**src/phe_rx_note_end.sv**
```systemverilog
`timescale 1ns/100ps

```
**src/phe_pkg.sv**
```systemverilog
// Constants and types for the packet header ECC and payload CRC receiver.
// Assumes a byte stream from a lane merger on the protocol byte clock.
package phe_pkg;

	// Syndrome code of each header bit position, bit 0 first.
	localparam logic [7:0] ECC_CODE [0:63] = '{
		8'h07, 8'h0b, 8'h0d, 8'h0e, 8'h13, 8'h15, 8'h16, 8'h19,
		8'h1a, 8'h1c, 8'h23, 8'h25, 8'h26, 8'h29, 8'h2a, 8'h2c,
		8'h31, 8'h32, 8'h34, 8'h38, 8'h1f, 8'h2f, 8'h37, 8'h3b,
		8'h43, 8'h45, 8'h46, 8'h49, 8'h4a, 8'h4c, 8'h51, 8'h52,
		8'h54, 8'h58, 8'h61, 8'h62, 8'h64, 8'h68, 8'h70, 8'h83,
		8'h85, 8'h86, 8'h89, 8'h8a, 8'h3d, 8'h3e, 8'h4f, 8'h57,
		8'h8c, 8'h91, 8'h92, 8'h94, 8'h98, 8'ha1, 8'ha2, 8'ha4,
		8'ha8, 8'hb0, 8'hc1, 8'hc2, 8'hc4, 8'hc8, 8'hd0, 8'he0};
	// Header width protected by the short code.
	localparam int HDR_BITS = 24;
	// CRC preset and reflected polynomial.
	localparam logic [15:0] CRC_SEED = 16'hffff;
	localparam logic [15:0] CRC_POLY = 16'h8408;
	// Synchronization data types.
	localparam logic [5:0] DT_FRAME_START = 6'h00;
	localparam logic [5:0] DT_FRAME_END = 6'h01;
	localparam logic [5:0] DT_LINE_START = 6'h02;
	localparam logic [5:0] DT_LINE_END = 6'h03;
	// First generic short type and first long packet type.
	localparam logic [5:0] DT_GEN_SHORT = 6'h08;
	localparam logic [5:0] DT_LONG_MIN = 6'h10;
	// Index of the last header byte, the ECC byte.
	localparam logic [1:0] HDR_LAST_IDX = 2'h3;

	// Outcome of header decoding.
	typedef enum logic [1:0] {
		PHE_ECC_OK = 2'b00,
		PHE_ECC_FIXED = 2'b01,
		PHE_ECC_BAD = 2'b10
	} phe_ecc_t;

	// Receive sequencer states.
	typedef enum logic [2:0] {
		PHE_IDLE = 3'b000,
		PHE_HDR = 3'b001,
		PHE_PAY = 3'b010,
		PHE_FOOT = 3'b011,
		PHE_DONE = 3'b100
	} phe_state_t;

endpackage

```
**src/phe_rx.sv**
```systemverilog
// Receive side of the low level protocol: header ECC check and correction,
// payload CRC check, short packet decoding and frame numbering.
// Assumes rx_sot pulses after byte alignment, before the first header byte,
// and rx_eot pulses when the lane drops to the low power state.
`timescale 1ns/100ps
`default_nettype none

// Operation
// - Syndrome is received ECC xor recomputed parity.
// - Short parity uses codes of bits 0-23.
// - Parity table covers all 64 bit positions.
// - Upper two ECC bits are zero.
// - Header bytes: id, length low, length high.
// - Recompute ECC, decode syndrome, correct.
// - Zero syndrome passes header unchanged.
// - Data-bit syndrome flips that bit.
// - One-hot syndrome is a parity bit error.
// - Unknown syndrome flags uncorrectable header.
// - Decode outcome shown to application.
// - CRC-16 reflected polynomial 0x8408.
// - CRC preset to ones every packet.
// - Shift right, xor poly on mismatch.
// - Empty payload checksum is all ones.
// - Checksum in footer, low byte first.
// - Packets separated by end, idle, start.
// - Sync codes: frame/line start and end.
// - Zero frame number means numbering off.
module phe_rx (
	// Clock and reset.
	input wire logic clk,
	input wire logic sys_rst,
	// Aligned byte stream from the lane.
	input wire logic rx_sot,
	input wire logic rx_eot,
	input wire logic rx_byte_valid,
	input wire logic [7:0] rx_byte,
	// Corrected header and decode outcome.
	output logic hdr_valid,
	output logic [1:0] hdr_vc,
	output logic [5:0] hdr_dt,
	output logic [15:0] hdr_wc,
	output logic [1:0] ecc_status,
	// Short packets.
	output logic short_valid,
	output logic frame_start_packet,
	output logic frame_end_packet,
	output logic line_start_packet,
	output logic line_end_packet,
	output logic [15:0] frame_number,
	output logic frame_num_on,
	output logic frame_num_mismatch,
	// Payload and checksum.
	output logic pay_valid,
	output logic [7:0] pay_data,
	output logic crc_done,
	output logic crc_error,
	output logic [15:0] crc_rx
);

	// Sequencer state.
	phe_pkg::phe_state_t state;
	// Header bytes held until the ECC byte arrives.
	logic [1:0] hdr_cnt;
	logic [7:0] hdr_b0;
	logic [7:0] hdr_b1;
	logic [7:0] hdr_b2;
	// Payload bytes still expected.
	logic [15:0] wc_left;
	// Running CRC and low footer byte.
	logic [15:0] crc;
	logic [7:0] foot_lo;
	logic foot_cnt;
	// Decode results of the header being completed.
	logic [23:0] raw;
	logic [7:0] calc;
	logic [7:0] syn;
	logic [23:0] fixed;
	phe_pkg::phe_ecc_t stat_c;
	logic hdr_last;
	logic is_short;

	// Parity over a 64-bit word; a 24-bit header is zero extended, so the
	// two top parity bits come out zero by construction.
	function automatic logic [7:0] ecc_parity(input logic [63:0] d);
		logic [7:0] p;
		p = 8'h00;
		for (int i = 0; i < 64; i++) begin
			if (d[i]) begin
				p = p ^ phe_pkg::ECC_CODE[i];
			end
		end
		return p;
	endfunction

	// One payload byte through the serial CRC, bit 0 first.
	function automatic logic [15:0] crc_byte(input logic [15:0] c, input logic [7:0] b);
		logic [15:0] r;
		r = c;
		for (int i = 0; i < 8; i++) begin
			if (r[0] ^ b[i]) begin
				r = (r >> 1) ^ phe_pkg::CRC_POLY;
			end else begin
				r = r >> 1;
			end
		end
		return r;
	endfunction

	// The ECC byte is the fourth header byte.
	assign hdr_last = (state == phe_pkg::PHE_HDR) && rx_byte_valid && (hdr_cnt == phe_pkg::HDR_LAST_IDX);

	// Combinational header decode, done in the cycle the ECC byte arrives
	// so no field is used before correction.
	always_comb begin
		raw = {rx_byte_valid ? hdr_b2 : hdr_b2, hdr_b1, hdr_b0};
		calc = ecc_parity({40'h0, raw});
		syn = rx_byte ^ calc;
		fixed = raw;
		stat_c = phe_pkg::PHE_ECC_OK;
		if (syn != 8'h00) begin
			stat_c = phe_pkg::PHE_ECC_BAD;
			for (int i = 0; i < phe_pkg::HDR_BITS; i++) begin
				if (syn == phe_pkg::ECC_CODE[i]) begin
					fixed[i] = ~raw[i];
					stat_c = phe_pkg::PHE_ECC_FIXED;
				end
			end
			if ($onehot(syn)) begin
				stat_c = phe_pkg::PHE_ECC_FIXED;
			end
		end
		is_short = fixed[5:0] < phe_pkg::DT_LONG_MIN;
	end

	// Sequencer; a start of transmission always realigns, whatever the state,
	// so odd-length gaps between packets are harmless.
	always_ff @(posedge clk) begin
		if (sys_rst) begin
			state <= phe_pkg::PHE_IDLE;
			hdr_cnt <= 2'h0;
			wc_left <= 16'h0000;
			foot_cnt <= 1'b0;
		end else if (rx_sot) begin
			state <= phe_pkg::PHE_HDR;
			hdr_cnt <= 2'h0;
			foot_cnt <= 1'b0;
		end else if (rx_eot) begin
			// A packet cut short by the idle state is simply dropped.
			state <= phe_pkg::PHE_IDLE;
		end else if (rx_byte_valid) begin
			case (state)
				phe_pkg::PHE_HDR: begin
					hdr_cnt <= hdr_cnt + 2'h1;
					if (hdr_last) begin
						wc_left <= fixed[23:8];
						if (stat_c == phe_pkg::PHE_ECC_BAD || is_short) begin
							state <= phe_pkg::PHE_DONE;
						end else if (fixed[23:8] == 16'h0000) begin
							state <= phe_pkg::PHE_FOOT;
						end else begin
							state <= phe_pkg::PHE_PAY;
						end
					end
				end
				phe_pkg::PHE_PAY: begin
					wc_left <= wc_left - 16'h0001;
					if (wc_left == 16'h0001) begin
						state <= phe_pkg::PHE_FOOT;
					end
				end
				phe_pkg::PHE_FOOT: begin
					foot_cnt <= 1'b1;
					if (foot_cnt) begin
						state <= phe_pkg::PHE_DONE;
					end
				end
				default: begin
					state <= state;
				end
			endcase
		end
	end

	// Header byte capture.
	always_ff @(posedge clk) begin
		if (sys_rst) begin
			hdr_b0 <= 8'h00;
			hdr_b1 <= 8'h00;
			hdr_b2 <= 8'h00;
		end else if (state == phe_pkg::PHE_HDR && rx_byte_valid && !rx_sot && !rx_eot) begin
			if (hdr_cnt == 2'h0) begin
				hdr_b0 <= rx_byte;
			end else if (hdr_cnt == 2'h1) begin
				hdr_b1 <= rx_byte;
			end else if (hdr_cnt == 2'h2) begin
				hdr_b2 <= rx_byte;
			end
		end
	end

	// Header and short packet outputs; pulses last one cycle.
	always_ff @(posedge clk) begin
		if (sys_rst) begin
			hdr_valid <= 1'b0;
			{hdr_wc, hdr_vc, hdr_dt} <= 24'h000000;
			ecc_status <= phe_pkg::PHE_ECC_OK;
			short_valid <= 1'b0;
			frame_start_packet <= 1'b0;
			frame_end_packet <= 1'b0;
			line_start_packet <= 1'b0;
			line_end_packet <= 1'b0;
			frame_number <= 16'h0000;
			frame_num_on <= 1'b0;
			frame_num_mismatch <= 1'b0;
		end else begin
			hdr_valid <= 1'b0;
			short_valid <= 1'b0;
			frame_start_packet <= 1'b0;
			frame_end_packet <= 1'b0;
			line_start_packet <= 1'b0;
			line_end_packet <= 1'b0;
			frame_num_mismatch <= 1'b0;
			if (hdr_last && !rx_sot && !rx_eot) begin
				hdr_valid <= 1'b1;
				{hdr_wc, hdr_vc, hdr_dt} <= fixed;
				ecc_status <= stat_c;
				// An uncorrectable header is reported but never acted upon.
				if (stat_c != phe_pkg::PHE_ECC_BAD && is_short) begin
					short_valid <= 1'b1;
					case (fixed[5:0])
						phe_pkg::DT_FRAME_START: begin
							frame_start_packet <= 1'b1;
							frame_number <= fixed[23:8];
							frame_num_on <= fixed[23:8] != 16'h0000;
						end
						phe_pkg::DT_FRAME_END: begin
							frame_end_packet <= 1'b1;
							frame_num_mismatch <= fixed[23:8] != frame_number;
						end
						phe_pkg::DT_LINE_START: begin
							line_start_packet <= 1'b1;
						end
						phe_pkg::DT_LINE_END: begin
							line_end_packet <= 1'b1;
						end
						default: begin
							// Reserved sync codes and generic types only strobe short_valid.
							line_end_packet <= 1'b0;
						end
					endcase
				end
			end
		end
	end

	// Payload forwarding and checksum; the preset happens at every start.
	always_ff @(posedge clk) begin
		if (sys_rst) begin
			crc <= phe_pkg::CRC_SEED;
			foot_lo <= 8'h00;
			pay_valid <= 1'b0;
			pay_data <= 8'h00;
			crc_done <= 1'b0;
			crc_error <= 1'b0;
			crc_rx <= 16'h0000;
		end else begin
			pay_valid <= 1'b0;
			crc_done <= 1'b0;
			if (rx_sot) begin
				crc <= phe_pkg::CRC_SEED;
			end else if (rx_byte_valid && !rx_eot && state == phe_pkg::PHE_PAY) begin
				pay_valid <= 1'b1;
				pay_data <= rx_byte;
				crc <= crc_byte(crc, rx_byte);
			end else if (rx_byte_valid && !rx_eot && state == phe_pkg::PHE_FOOT) begin
				if (!foot_cnt) begin
					foot_lo <= rx_byte;
				end else begin
					crc_done <= 1'b1;
					crc_rx <= {rx_byte, foot_lo};
					crc_error <= {rx_byte, foot_lo} != crc;
				end
			end
		end
	end

	// Checks.
	hdr_follow_a: assert property (@(posedge clk) disable iff (sys_rst)
		hdr_last && !rx_sot && !rx_eot |=> hdr_valid && ecc_status == $past(stat_c))
		else $error("header not reported after ECC byte");
	ecc_clean_a: assert property (@(posedge clk) disable iff (sys_rst)
		hdr_last && !rx_sot && !rx_eot && syn == 8'h00 |=> {hdr_wc, hdr_vc, hdr_dt} == $past(raw) && ecc_status == 2'b00)
		else $error("clean header altered");
	ecc_flip_a: assert property (@(posedge clk) disable iff (sys_rst)
		hdr_last && !rx_sot && !rx_eot && syn == 8'h0b |=> {hdr_wc, hdr_vc, hdr_dt} == ($past(raw) ^ 24'h000002))
		else $error("single data bit not corrected");
	ecc_parity_a: assert property (@(posedge clk) disable iff (sys_rst)
		hdr_last && !rx_sot && !rx_eot && $onehot(syn) |=> {hdr_wc, hdr_vc, hdr_dt} == $past(raw) && ecc_status == 2'b01)
		else $error("parity error changed data");
	ecc_fail_a: assert property (@(posedge clk) disable iff (sys_rst)
		hdr_last && !rx_sot && !rx_eot && stat_c == phe_pkg::PHE_ECC_BAD |=> ecc_status == 2'b10 && !short_valid
		&& state == phe_pkg::PHE_DONE)
		else $error("uncorrectable header acted upon");
	crc_preset_a: assert property (@(posedge clk) disable iff (sys_rst)
		rx_sot |=> crc == 16'hffff)
		else $error("CRC not preset at packet start");
	crc_empty_a: assert property (@(posedge clk) disable iff (sys_rst)
		hdr_last && !rx_sot && !rx_eot && stat_c != phe_pkg::PHE_ECC_BAD && !is_short && fixed[23:8] == 16'h0000
		|=> state == phe_pkg::PHE_FOOT && crc == 16'hffff)
		else $error("empty payload CRC not all ones");
	crc_check_a: assert property (@(posedge clk) disable iff (sys_rst)
		crc_done |-> crc_error == (crc_rx != crc) && $past(state) == phe_pkg::PHE_FOOT)
		else $error("checksum flag disagrees with compare");
	frame_num_a: assert property (@(posedge clk) disable iff (sys_rst)
		frame_start_packet |-> frame_num_on == (frame_number != 16'h0000) && short_valid && hdr_dt == 6'h00)
		else $error("frame numbering flag wrong");
	short_fwd_a: assert property (@(posedge clk) disable iff (sys_rst)
		short_valid |-> hdr_dt < 6'h10 && hdr_valid && ecc_status != 2'b10)
		else $error("short packet forwarded wrongly");

endmodule // phe_rx

`default_nettype wire

```
**config.mk**
```make
export PLATFORM = sky130hd
export DESIGN_NAME = phe_rx
export DESIGN_NICKNAME = d
export VERILOG_FILES = /design/src/phe_rx_note_end.sv /design/src/phe_pkg.sv /design/src/phe_rx.sv
export SDC_FILE = /design/constraint.sdc
export NUM_CORES = 1
export LEC_CHECK = 0
export BUFFER_PORTS_ARGS = -buffer_cell sky130_fd_sc_hd__buf_2
export CORE_UTILIZATION = 25
export CTS_BUF_LIST = sky130_fd_sc_hd__clkbuf_16
export CTS_CLUSTER_DIAMETER = 30
export CTS_CLUSTER_SIZE = 12
export DETAILED_ROUTE_END_ITERATION = 6
export SYNTH_ARGS = -nofsm -noshare
export SYNTH_HDL_FRONTEND = slang
export SYNTH_SLANG_ARGS = --single-unit
export TNS_END_PERCENT = 20
```
**constraint.sdc**
```tcl
create_clock -name clk -period 5.6 [get_ports clk]
set_clock_uncertainty 0.2 [all_clocks]
set_input_delay 0 -clock clk [delete_from_list [all_inputs] [get_ports clk]]
set_output_delay 0 -clock clk [all_outputs]
set_load 0.005 [all_outputs]
```
==> results.md, run 1 <==
| Item | Value | Unit |
|:---|:---|:---|
| Global router's overall resource usage | 0.145 | - |
| Worst slew pin tran | 1.27 | ns |
| Maximum count of clock buffers along a single path | 2 | - |
| Final Cell Area | 9980 | um^2 |
| Die extent in y | 184 | um |
| Num rows | 66 | - |
| Logic pwr share | 0.104 | - |
| Final TNS setup | 0 | ns |
| PD cells | 247 | nW/um^2 |
| Layout area overhead | 21.1 | % |
| Count of inserted antenna diode cells | 0 | - |
| Number of I/O port buffers | 89 | - |
| Proportion of total power due to net switching | 0.254 | - |
| Area post-placement | 9190 | um^2 |
| Proportion of synthesized flip-flops having asynchronous set or reset | 0 | - |
| Startpoint kind of the worst setup timing path | flop | - |
| Remaining global-route overflow | 0 | - |
| Crit-path max FO | 7 | - |
| Register Area | 2950 | um^2 |
| Final setup violating endpoints | 0 | - |
| Number of synthesized register bits | 147 | - |
| Pin count of the biggest net entering global routing | 86 | - |
| Antenna violations before repair | 0 | - |
| Num Clock Sinks | 147 | - |
| Internal Dissipation | 1.84 | mW |
| Multi-input logic area | 4940 | um^2 |
| Initial core utilization | 0.254 | - |
| Number of global-route vias before repair | 6560 | - |
| Buffer type at the clock tree root | sky130_fd_sc_hd__clkbuf_16 | - |
| Share of power burned in registers | 0.426 | - |
| Vias per std cell | 4.78 | - |
| Post-DRT Antenna Nets | 0 | - |
| Final routed DRC violation total | 0 | - |
| Achievable frequency | 185 | MHz |
| Wire length of the first global-routing pass | 37.9 | mm |
| Core Region | 32500 | um^2 |
| Clock Pin Slew Worst Setup and Hold Paths | 0.06 | ns |
| Final-layout worst hold slack | 0.202 | ns |
| Worst setup path category | reg2reg | - |
| Count of flip-flops with a built-in enable after synthesis | 0 | - |
| Run status | completed | - |
| Number of max-slew violations in the final report | 0 | - |
| Maximum level of the CTS H-tree | 4 | - |
| Vias post-DR | 7159 | - |
| Width of the chip | 184 | um |
| Most numerous cell in the Yosys netlist | sky130_fd_sc_hd__dfxtp_1 | - |
| Leading cell types by count after synthesis | sky130_fd_sc_hd__dfxtp_1 (147), sky130_fd_sc_hd__nor2_1 (102), sky130_fd_sc_hd__nand2_1 (99) | - |
| Cell type contributing the most total cell area after synthesis | sky130_fd_sc_hd__dfxtp_1 | - |
| Library cells used by synthesis | 69 | - |
| Post-DR wirelength/cell | 16.3 | um |
| Number of inserted filler cells in the final layout | 3421 | - |
| Maximum VDD drop | 0.196 | mV |
| DRC marker count from the first detailed-route iteration | 529 | - |
| Detailed Route WL | 24.4 | mm |
| Clock tree from TritonCTS | built | - |
| Last weighted congestion value of the routability-driven placer | 0.922 | - |
| Synth warn | 0 | - |
| Flip-flop cell with the highest count after synthesis | sky130_fd_sc_hd__dfxtp_1 | - |
| Post-synthesis cell count | 956 | - |
| Final number of hold-violating endpoints | 0 | - |
| Number of buffers created by CTS | 17 | - |
| Worst hold path class | in2reg | - |
| Switching power of the nets | 624 | uW |
| Top area cells in the synthesized netlist | sky130_fd_sc_hd__dfxtp_1 (36%), sky130_fd_sc_hd__xnor2_1 (9.6%), sky130_fd_sc_hd__nor2_1 (4.6%), sky130_fd_sc_hd__nand2_1 (4.5%), sky130_fd_sc_hd__mux2i_1 (4.0%) | - |
| Final Power | 2.46 | mW |
| Relative slew slack | 0.152 | - |
| Syn Std Cell Area | 8240 | um^2 |
| Sequential element share of the synthesized area | 0.357 | - |
| Total Die Area | 33700 | um^2 |
| Ratio of cells with drive above 1 in the final layout | 0.175 | - |
| Clk Latency, worst-skew pair | 0.42 | ns |
| Share of Yosys cell area claimed by the top area cell type | 0.357 | - |
| Number of maximum-capacitance constraint violations | 0 | - |
| Data arrival, critical path | 5.54 | ns |
| NumNets Final | 1070 | - |
| Total half-perimeter wirelength after legalization and detailed placement | 17.5 | mm |
| Leak | 3.95 | nW |
| Share of the clock period used by the worst path after layout | 0.964 | - |
| Clk network pwr share | 0.470 | - |
| Share of the core filled with cells in the final layout | 0.307 | - |
| Min cycle time layout | 5.40 | ns |
| Req. time, crit path | 5.74 | ns |
| I/O Pins | 90 | - |
| Endpoint type of the worst setup path | flop | - |
| Mapped Nets | 983 | - |
| Drt first pass iters | 5 | - |
| Mean instance size in the synthesized netlist | 8.62 | um^2 |
kinds of logic (layout without fill, tap and decap cells):
family | count (synthesis) | in the layout | share of synthesized area
and+or+nand+nor | 332 | 332 | 0.186
AOI/OAI and AO/OA | 198 | 198 | 0.169
xor gates and xnor gates | 141 | 141 | 0.176
buffers and inverters | 90 | 190 | 0.0469
adders and majority gates | 14 | 14 | 0.0240
DFF | 147 | 147 | 0.357
muxes | 34 | 34 | 0.0415
cells in the final DEF, fill, tap and decap left out, drive strengths merged, types with 8 or more instances in the layout:
| master | count |
|---|---|
| a211oi | 38 |
| a21oi | 68 |
| a22oi | 8 |
| a311oi | 11 |
| and2 | 10 |
| buf | 117 |
| clkbuf | 19 |
| clkinv | 9 |
| dfxtp | 147 |
| dlygate4sd3 | 12 |
| ha | 11 |
| inv | 29 |
| mux2i | 33 |
| nand2 | 99 |
| nand3 | 30 |
| nand4 | 11 |
| nor2 | 103 |
| nor3 | 34 |
| nor4 | 10 |
| o211ai | 15 |
| o21ai | 17 |
| xnor2 | 92 |
| xnor3 | 12 |
| xor2 | 36 |
routing by layer:
metal  track usage  routed length, um
met5             0                  0
met4        0.0427                363
met3        0.0313               1470
met2         0.217              10700
met1         0.206              11900
worst paths after layout:
path,endpoint,start,slack [ns],depth (start not counted)
max reg2reg,frame_number[10],hdr_b1[2],0.20,20
min reg2reg,pay_data[6],pay_data[6],0.25,2
max,frame_number[10],hdr_b1[2],0.20,20
min,state[1],rx_eot,0.20,3
sequential cells by signal, indices dropped and copies added, names as in the netlist, 2 cells and up:
| signal | cells |
|---|---|
| hdr_cnt | 2 |
| wc_left | 16 |
| state | 3 |
| foot_lo | 8 |
| hdr_vc | 2 |
| hdr_dt | 6 |
| ecc_status | 2 |
| hdr_b0 | 8 |
| hdr_wc | 16 |
| crc | 16 |
| hdr_b2 | 8 |
| pay_data | 8 |
| frame_number | 16 |
| crc_rx | 16 |
| hdr_b1 | 8 |
area by class of cell:
class                      count  area share
multi-input combinational    719       0.496
sequential                   147       0.295
timing repair buffer         131      0.0843
tap                          442      0.0554
clock buffer                  17      0.0426
clock inverter                15      0.0167
inverter                      27      0.0102
repair_timing:
item / 4_1_cts / 5_1_grt
setup endpoints to repair: 0 / 21
hold buffers: 12 / 0
buffers inserted: 0 / 0
gates resized for setup: 0 / 10
hold endpoints to repair: 90 / 0
critical path: stages, from the launching register on:
cell                        delay, ns
sky130_fd_sc_hd__dfxtp_1         0.42
sky130_fd_sc_hd__xnor3_2         0.42
sky130_fd_sc_hd__xnor2_2         0.22
sky130_fd_sc_hd__xor2_1          0.24
sky130_fd_sc_hd__xnor2_1         0.14
sky130_fd_sc_hd__fa_1            0.55
sky130_fd_sc_hd__inv_1           0.05
sky130_fd_sc_hd__fa_1            0.46
sky130_fd_sc_hd__xor2_1          0.18
sky130_fd_sc_hd__ha_1            0.17
sky130_fd_sc_hd__or2_2           0.30
sky130_fd_sc_hd__ha_1            0.30
sky130_fd_sc_hd__a2111oi_2       0.40
sky130_fd_sc_hd__a21oi_1         0.09
sky130_fd_sc_hd__nor2_1          0.12
sky130_fd_sc_hd__inv_1           0.06
sky130_fd_sc_hd__and4_4          0.19
sky130_fd_sc_hd__a31oi_4         0.27
sky130_fd_sc_hd__clkbuf_16       0.22
sky130_fd_sc_hd__a21oi_1         0.07
sky130_fd_sc_hd__a311oi_2        0.23
per-stage QoR:
step / instances / worst slack (ns)
finish: 1498 / 0.203
detailed placement: 1452 / 0.0854
floorplan: 956 / 0.291
CTS: 1496 / 0.0740
global route: 1498 / -0.0172
global placement: 1452 / 0.268
power groups by stage:
stage          clock network [mW]  logic [mW]  registers, mW
2_1_floorplan                   0       0.178           1.07
3_3_place_gp                    0       0.231           1.07
3_5_place_dp                    0       0.235           1.07
4_1_cts                      1.18       0.243           1.05
5_1_grt                      1.23       0.283           1.05
6_report                     1.16       0.256           1.05
Note: power is estimated with default switching activity, not from simulation.
==> run 2, diff against run 1 <==
- CORE_ASPECT_RATIO: unset -> 1.5
- SKIP_LAST_GASP: unset -> 1
==> run 2 against run 1 <==
- power fell by 2.9%
- clock-buffer cell count did not move
- cell count fell by 1.6%
- register-to-register slack improved by 0.16 ns
- flip-flop and latch count did not move
- global-route usage rose by 0.51 points
- first-iteration DRC count fell by 20%
- critical path depth rose by 2
- die area barely moved
- sequential share of layout area rose by 0.18 points
- sequential power barely moved
- worst setup slack improved by 0.16 ns
- largest power group unchanged
==> results.md, run 2 (synthesis results as in run 1) <==
| Item | Value | Unit |
|:---|:---|:---|
| Number of max-slew violations in the final report | 0 | - |
| Worst hold stages | 3 | - |
| Data arrival, critical path | 5.39 | ns |
| Origin of the worst min-delay path | rx_eot | - |
| Share of power burned in registers | 0.439 | - |
| Layout area overhead | 20.3 | % |
| Number of cell instances on the worst register-to-register path | 22 | - |
| Vias per std cell | 4.91 | - |
| Logic pwr share | 0.106 | - |
| Maximum level of the CTS H-tree | 4 | - |
| Crit-path max FO | 13 | - |
| Share of the clock period used by the worst path after layout | 0.936 | - |
| Buffer type at the clock tree root | sky130_fd_sc_hd__clkbuf_16 | - |
| NumNets Final | 1073 | - |
| Register Area | 2940 | um^2 |
| Final TNS setup | 0 | ns |
| Run status | completed | - |
| Global router's overall resource usage | 0.150 | - |
| Last weighted congestion value of the routability-driven placer | 0.936 | - |
| Most common cell after layout, fill and taps aside | sky130_fd_sc_hd__dfxtp_1 | - |
| Maximum VDD drop | 0.191 | mV |
| Relative slew slack | 0.211 | - |
| Core Region | 32500 | um^2 |
| DRC marker count from the first detailed-route iteration | 424 | - |
| Number of global-route vias before repair | 7007 | - |
| Achievable frequency | 191 | MHz |
| Worst slew pin tran | 1.18 | ns |
| Drt first pass iters | 5 | - |
| Cell with the largest stage delay on the worst path | sky130_fd_sc_hd__xnor3_2 | - |
| Number of I/O port buffers | 89 | - |
| Detailed Route WL | 25.0 | mm |
| Leak | 3.93 | nW |
| Final routed DRC violation total | 0 | - |
| Worst Path Buf+Inv | 5 | - |
| Req. time, crit path | 5.75 | ns |
| Min cycle time layout | 5.24 | ns |
| Final setup violating endpoints | 0 | - |
| Number of maximum-capacitance constraint violations | 0 | - |
| Launch point of the worst path | hdr_b2[6] | - |
| Clk network pwr share | 0.455 | - |
| Post-DRT Antenna Nets | 0 | - |
| Number of inserted filler cells in the final layout | 3388 | - |
| Maximum count of clock buffers along a single path | 2 | - |
| Number of cells on the critical path | 22 | - |
| Num Clock Sinks | 147 | - |
| PD cells | 241 | nW/um^2 |
| Share of the core filled with cells in the final layout | 0.305 | - |
| Number of buffers created by CTS | 17 | - |
| Clock tree from TritonCTS | built | - |
| Wire length of the first global-routing pass | 38.7 | mm |
| Slack of the worst reg-to-reg path | 0.36 | ns |
| Worst hold path class | in2reg | - |
| Family of cells with the greatest summed delay on the critical path | adder cells | - |
| Highest-count cells in the layout ignoring fill and taps | sky130_fd_sc_hd__dfxtp_1 (146), sky130_fd_sc_hd__nor2_1 (102), sky130_fd_sc_hd__nand2_1 (99) | - |
| Remaining global-route overflow | 0 | - |
| Num rows | 81 | - |
| Final WS setup | 0.358 | ns |
| Area post-placement | 9180 | um^2 |
| Startpoint of the most critical register-to-register path | hdr_b2[6] | - |
| Post-DR wirelength/cell | 16.9 | um |
| Clk Latency, worst-skew pair | 0.43 | ns |
| Startpoint kind of the worst setup timing path | flop | - |
| I/O Pins | 90 | - |
| Worst setup path category | reg2reg | - |
| Worst slack after detailed placement | 0.112 | ns |
| Width of the chip | 150 | um |
| Proportion of total power due to net switching | 0.283 | - |
| Final number of hold-violating endpoints | 0 | - |
| Total half-perimeter wirelength after legalization and detailed placement | 18.4 | mm |
| Switching power of the nets | 676 | uW |
| Multi-input logic area | 4950 | um^2 |
| Initial core utilization | 0.253 | - |
| Ratio of cells with drive above 1 in the final layout | 0.178 | - |
| Final Cell Area | 9910 | um^2 |
| Clock Pin Slew Worst Setup and Hold Paths | 0.06 | ns |
| Reg-to-reg critical path endpoint | frame_number[1] | - |
| Final Power | 2.39 | mW |
| Total Die Area | 33700 | um^2 |
| Vias post-DR | 7234 | - |
| Slowest cell delay on critical path | 0.50 | ns |
| Unrepaired setup endpoints after global routing | false | - |
| Count of inserted antenna diode cells | 0 | - |
| Endpoint type of the worst setup path | flop | - |
| Hold-critical path endpoint | state[1] | - |
| Critical path, cell by cell | xnor3_2 -> xnor2_4 -> xor2_2 -> xnor2_1 -> fa_1 -> inv_1 -> fa_1 -> xor2_1 -> ha_1 -> ha_1 -> inv_1 -> fa_1 -> a2111oi_2 -> a21oi_1 -> nor2_1 -> inv_1 -> and4_2 -> a31oi_4 -> buf_4 -> clkbuf_16 -> a21oi_1 -> nor3_1 | - |
| Die extent in y | 224 | um |
| Internal Dissipation | 1.72 | mW |
| Pin count of the biggest net entering global routing | 66 | - |
| Antenna violations before repair | 0 | - |
-- run 2: area by class of cell --
type / instances / area share
clock buffer: 17 / 0.0429
clock inverter: 15 / 0.0122
tap: 415 / 0.0524
sequential: 147 / 0.297
multi-input combinational: 719 / 0.500
timing repair buffer: 134 / 0.0854
inverter: 27 / 0.0102
-- run 2: timing repair --
action,in CTS,in global routing
endpoints found under the setup margin,0,20
buffers inserted,0,1
hold buffers,12,0
gates resized for setup,0,7
hold endpoints to repair,97,0
-- run 2: how the worst max path moves through the flow --
stage                             endpoint  slack [ns]
after floorplan           frame_number[11]        0.29
after global placement    frame_number[10]        0.27
after detailed placement   frame_number[4]        0.11
after CTS                  frame_number[2]        0.09
after global routing          frame_num_on        0.08
final                      frame_number[1]        0.36
-- run 2: metal layers --
metal	part of all wire	wire length, um	GRT usage
met5	0	0	0
met4	0.041	1020	0.0841
met3	0.036	908	0.0191
met2	0.51	12700	0.269
met1	0.41	10300	0.169
-- run 2: power by group through the flow --
stage	Sequential, mW	Clock [mW]	Combinational, mW
floorplan	1.07	0	0.178
CTS	1.05	1.11	0.247
global placement	1.07	0	0.238
finish	1.05	1.09	0.254
global route	1.05	1.15	0.279
detailed placement	1.07	0	0.239
-- run 2: worst reg2reg max path: cells and delay by family (launching register included) --
family	cells	cell delay, ns
adders and majority gates	5	1.80
buffers and inverters	5	0.52
and+or+nand+nor	3	0.52
DFF	1	0.33
xor gates and xnor gates	5	1.22
AOI/OAI and AO/OA	4	0.55
-- run 2: stage by stage --
stage / std cells / hold WS (ns)
after detailed placement: 1428 / 0.0859
after floorplan: 956 / -0.118
after global placement: 1428 / 0.0817
after CTS: 1472 / 0.194
final: 1474 / 0.192
after global routing: 1474 / 0.210
==> run 3, diff against run 2 <==
- BUFFER_PORTS_ARGS: -buffer_cell sky130_fd_sc_hd__buf_2 -> -buffer_cell sky130_fd_sc_hd__buf_4
- MAX_ROUTING_LAYER: unset -> met4
==> run 3 against run 2 <==
- power is 2.1% higher
- worst setup slack lost 0.16 ns
- cell count hardly changed
- sequential power barely moved
- clock-buffer cell count unchanged
- critical path depth decreased by 1
- non-clock buffer count fell by 1
- hold slack lost 0.043 ns
- utilization up 0.80 points
- critical endpoint is now frame_number[4]
==> results.md, run 3 (synthesis results as in run 1) <==
| Item | Value | Unit |
|:---|:---|:---|
| Initial core utilization | 0.253 | - |
| Final-layout worst hold slack | 0.149 | ns |
| Final TNS setup | 0 | ns |
| Cell count after placement | 1426 | - |
| Req. time, crit path | 5.74 | ns |
| Register Area | 2950 | um^2 |
| Relative slew slack | 0.162 | - |
| Clk network pwr share | 0.463 | - |
| NumNets Final | 1072 | - |
| I/O Pins | 90 | - |
| Num rows | 81 | - |
| Number of maximum-capacitance constraint violations | 0 | - |
| Unrepaired setup endpoints after global routing | false | - |
| Die extent in y | 224 | um |
| Count of inserted antenna diode cells | 0 | - |
| Run status | completed | - |
| Logic pwr share | 0.107 | - |
| Endpoint type of the worst setup path | flop | - |
| Launch point of the worst path | hdr_b1[6] | - |
| Worst hold path class | in2reg | - |
| Number of inserted filler cells in the final layout | 3430 | - |
| Number of buffers created by CTS | 17 | - |
| Multi-input logic area | 4950 | um^2 |
| Vias per std cell | 4.90 | - |
| Worst slew pin tran | 1.26 | ns |
| Width of the chip | 150 | um |
| Core Region | 32500 | um^2 |
| Drt first pass iters | 4 | - |
| Data arrival, critical path | 5.55 | ns |
| Last weighted congestion value of the routability-driven placer | 0.920 | - |
| Maximum count of clock buffers along a single path | 2 | - |
| Vias post-DR | 7223 | - |
| PD cells | 240 | nW/um^2 |
| Clock Pin Slew Worst Setup and Hold Paths | 0.07 | ns |
| Ratio of cells with drive above 1 in the final layout | 0.181 | - |
| Number of I/O port buffers | 89 | - |
| Achievable frequency | 185 | MHz |
| Proportion of total power due to net switching | 0.276 | - |
| Num Clock Sinks | 147 | - |
| Startpoint kind of the worst setup timing path | flop | - |
| Total Die Area | 33700 | um^2 |
| Detailed Route WL | 25.0 | mm |
| Final routed DRC violation total | 0 | - |
| Number of global-route vias before repair | 6966 | - |
| Clock tree from TritonCTS | built | - |
| DRC marker count from the first detailed-route iteration | 429 | - |
| Internal Dissipation | 1.77 | mW |
| Switching power of the nets | 675 | uW |
| Final number of hold-violating endpoints | 0 | - |
| Post-DR wirelength/cell | 17.0 | um |
| Highest-count cells in the layout ignoring fill and taps | sky130_fd_sc_hd__dfxtp_1 (144), sky130_fd_sc_hd__buf_4 (118), sky130_fd_sc_hd__nor2_1 (102) | - |
| Final Power | 2.44 | mW |
| Most common cell after layout, fill and taps aside | sky130_fd_sc_hd__dfxtp_1 | - |
| Origin of the worst min-delay path | rx_eot | - |
| Pin count of the biggest net entering global routing | 76 | - |
| Number of max-slew violations in the final report | 0 | - |
| Share of power burned in registers | 0.430 | - |
| Total half-perimeter wirelength after legalization and detailed placement | 18.4 | mm |
| Post-DRT Antenna Nets | 0 | - |
| Maximum level of the CTS H-tree | 4 | - |
| Min cycle time layout | 5.41 | ns |
| Remaining global-route overflow | 0 | - |
| Final cell count without fillers | 1473 | - |
| Slack of the worst reg-to-reg path | 0.19 | ns |
| Layout area overhead | 23.4 | % |
| Maximum VDD drop | 0.200 | mV |
| Buffer type at the clock tree root | sky130_fd_sc_hd__clkbuf_16 | - |
| Clk Latency, worst-skew pair | 0.44 | ns |
| Antenna violations before repair | 0 | - |
| Share of the clock period used by the worst path after layout | 0.965 | - |
| Wire length of the first global-routing pass | 38.6 | mm |
| Leak | 3.96 | nW |
| Worst setup path category | reg2reg | - |
| Global router's overall resource usage | 0.155 | - |
| Startpoint of the most critical register-to-register path | hdr_b1[6] | - |
| Final setup violating endpoints | 0 | - |
| Crit-path max FO | 7 | - |
## run 3: worst max-delay path: stages (launching register included)
cell and delay, ns:
sky130_fd_sc_hd__dfxtp_4 0.37, sky130_fd_sc_hd__xnor3_1 0.44, sky130_fd_sc_hd__xnor2_2 0.26, sky130_fd_sc_hd__xor2_2 0.20
sky130_fd_sc_hd__xnor2_1 0.16, sky130_fd_sc_hd__fa_1 0.43, sky130_fd_sc_hd__inv_1 0.08, sky130_fd_sc_hd__fa_1 0.44
sky130_fd_sc_hd__xor2_1 0.18, sky130_fd_sc_hd__ha_1 0.28, sky130_fd_sc_hd__ha_1 0.17, sky130_fd_sc_hd__inv_1 0.07
sky130_fd_sc_hd__fa_2 0.35, sky130_fd_sc_hd__a2111oi_2 0.34, sky130_fd_sc_hd__a21oi_1 0.09, sky130_fd_sc_hd__nor2_1 0.12
sky130_fd_sc_hd__inv_1 0.08, sky130_fd_sc_hd__and4_2 0.26, sky130_fd_sc_hd__a31oi_4 0.28, sky130_fd_sc_hd__clkbuf_16 0.22
sky130_fd_sc_hd__a21oi_1 0.06, sky130_fd_sc_hd__a311oi_1 0.24
## run 3: path summary, 6_finish.rpt
path | end | depth (start not counted)
worst min-delay path | state[1] | 3
worst min register to register | crc_rx[13] | 2
worst max-delay path | frame_number[4] | 21
worst max register to register | frame_number[4] | 21
## run 3: metrics by stage
step	instance area [um^2]	utilization	setup WS, ns
3_5_place_dp	9390	0.289	0.129
2_1_floorplan	8240	-	0.291
4_1_cts	10100	0.310	0.0871
6_report	10200	0.313	0.194
3_3_place_gp	9390	0.289	0.241
5_1_grt	10200	0.313	0.0142
## run 3: final cells by class
class,count,area share
inverter,27,0.00996
tap,415,0.0511
multi-input combinational,719,0.487
sequential,147,0.290
clock inverter,15,0.0146
timing repair buffer,133,0.106
clock buffer,17,0.0418
## run 3: metal layers
| metal | vias up | global-route usage | part of all wire |
|---|---|---|---|
| met5 | - | - | 0 |
| li1 | 3530 | - | - |
| met3 | 51 | 0.0264 | 0.039 |
| met1 | 3434 | 0.166 | 0.41 |
| met4 | 0 | 0.0671 | 0.033 |
| met2 | 208 | 0.275 | 0.52 |
## run 3: what timing repair did
item                                   4_1_cts  5_1_grt
hold buffers                                12        0
setup endpoints to repair                    0       19
gates resized for setup                      0       11
buffers inserted                             0        1
endpoints found under the hold margin       84        0
## run 3: power groups by stage
stage               registers, mW  logic (mW)  clock network (mW)
detailed placement           1.07       0.243                   0
global placement             1.07       0.239                   0
floorplan                    1.07       0.178                   0
CTS                          1.05       0.252                1.15
global route                 1.05       0.284                1.20
finish                       1.05       0.261                1.13
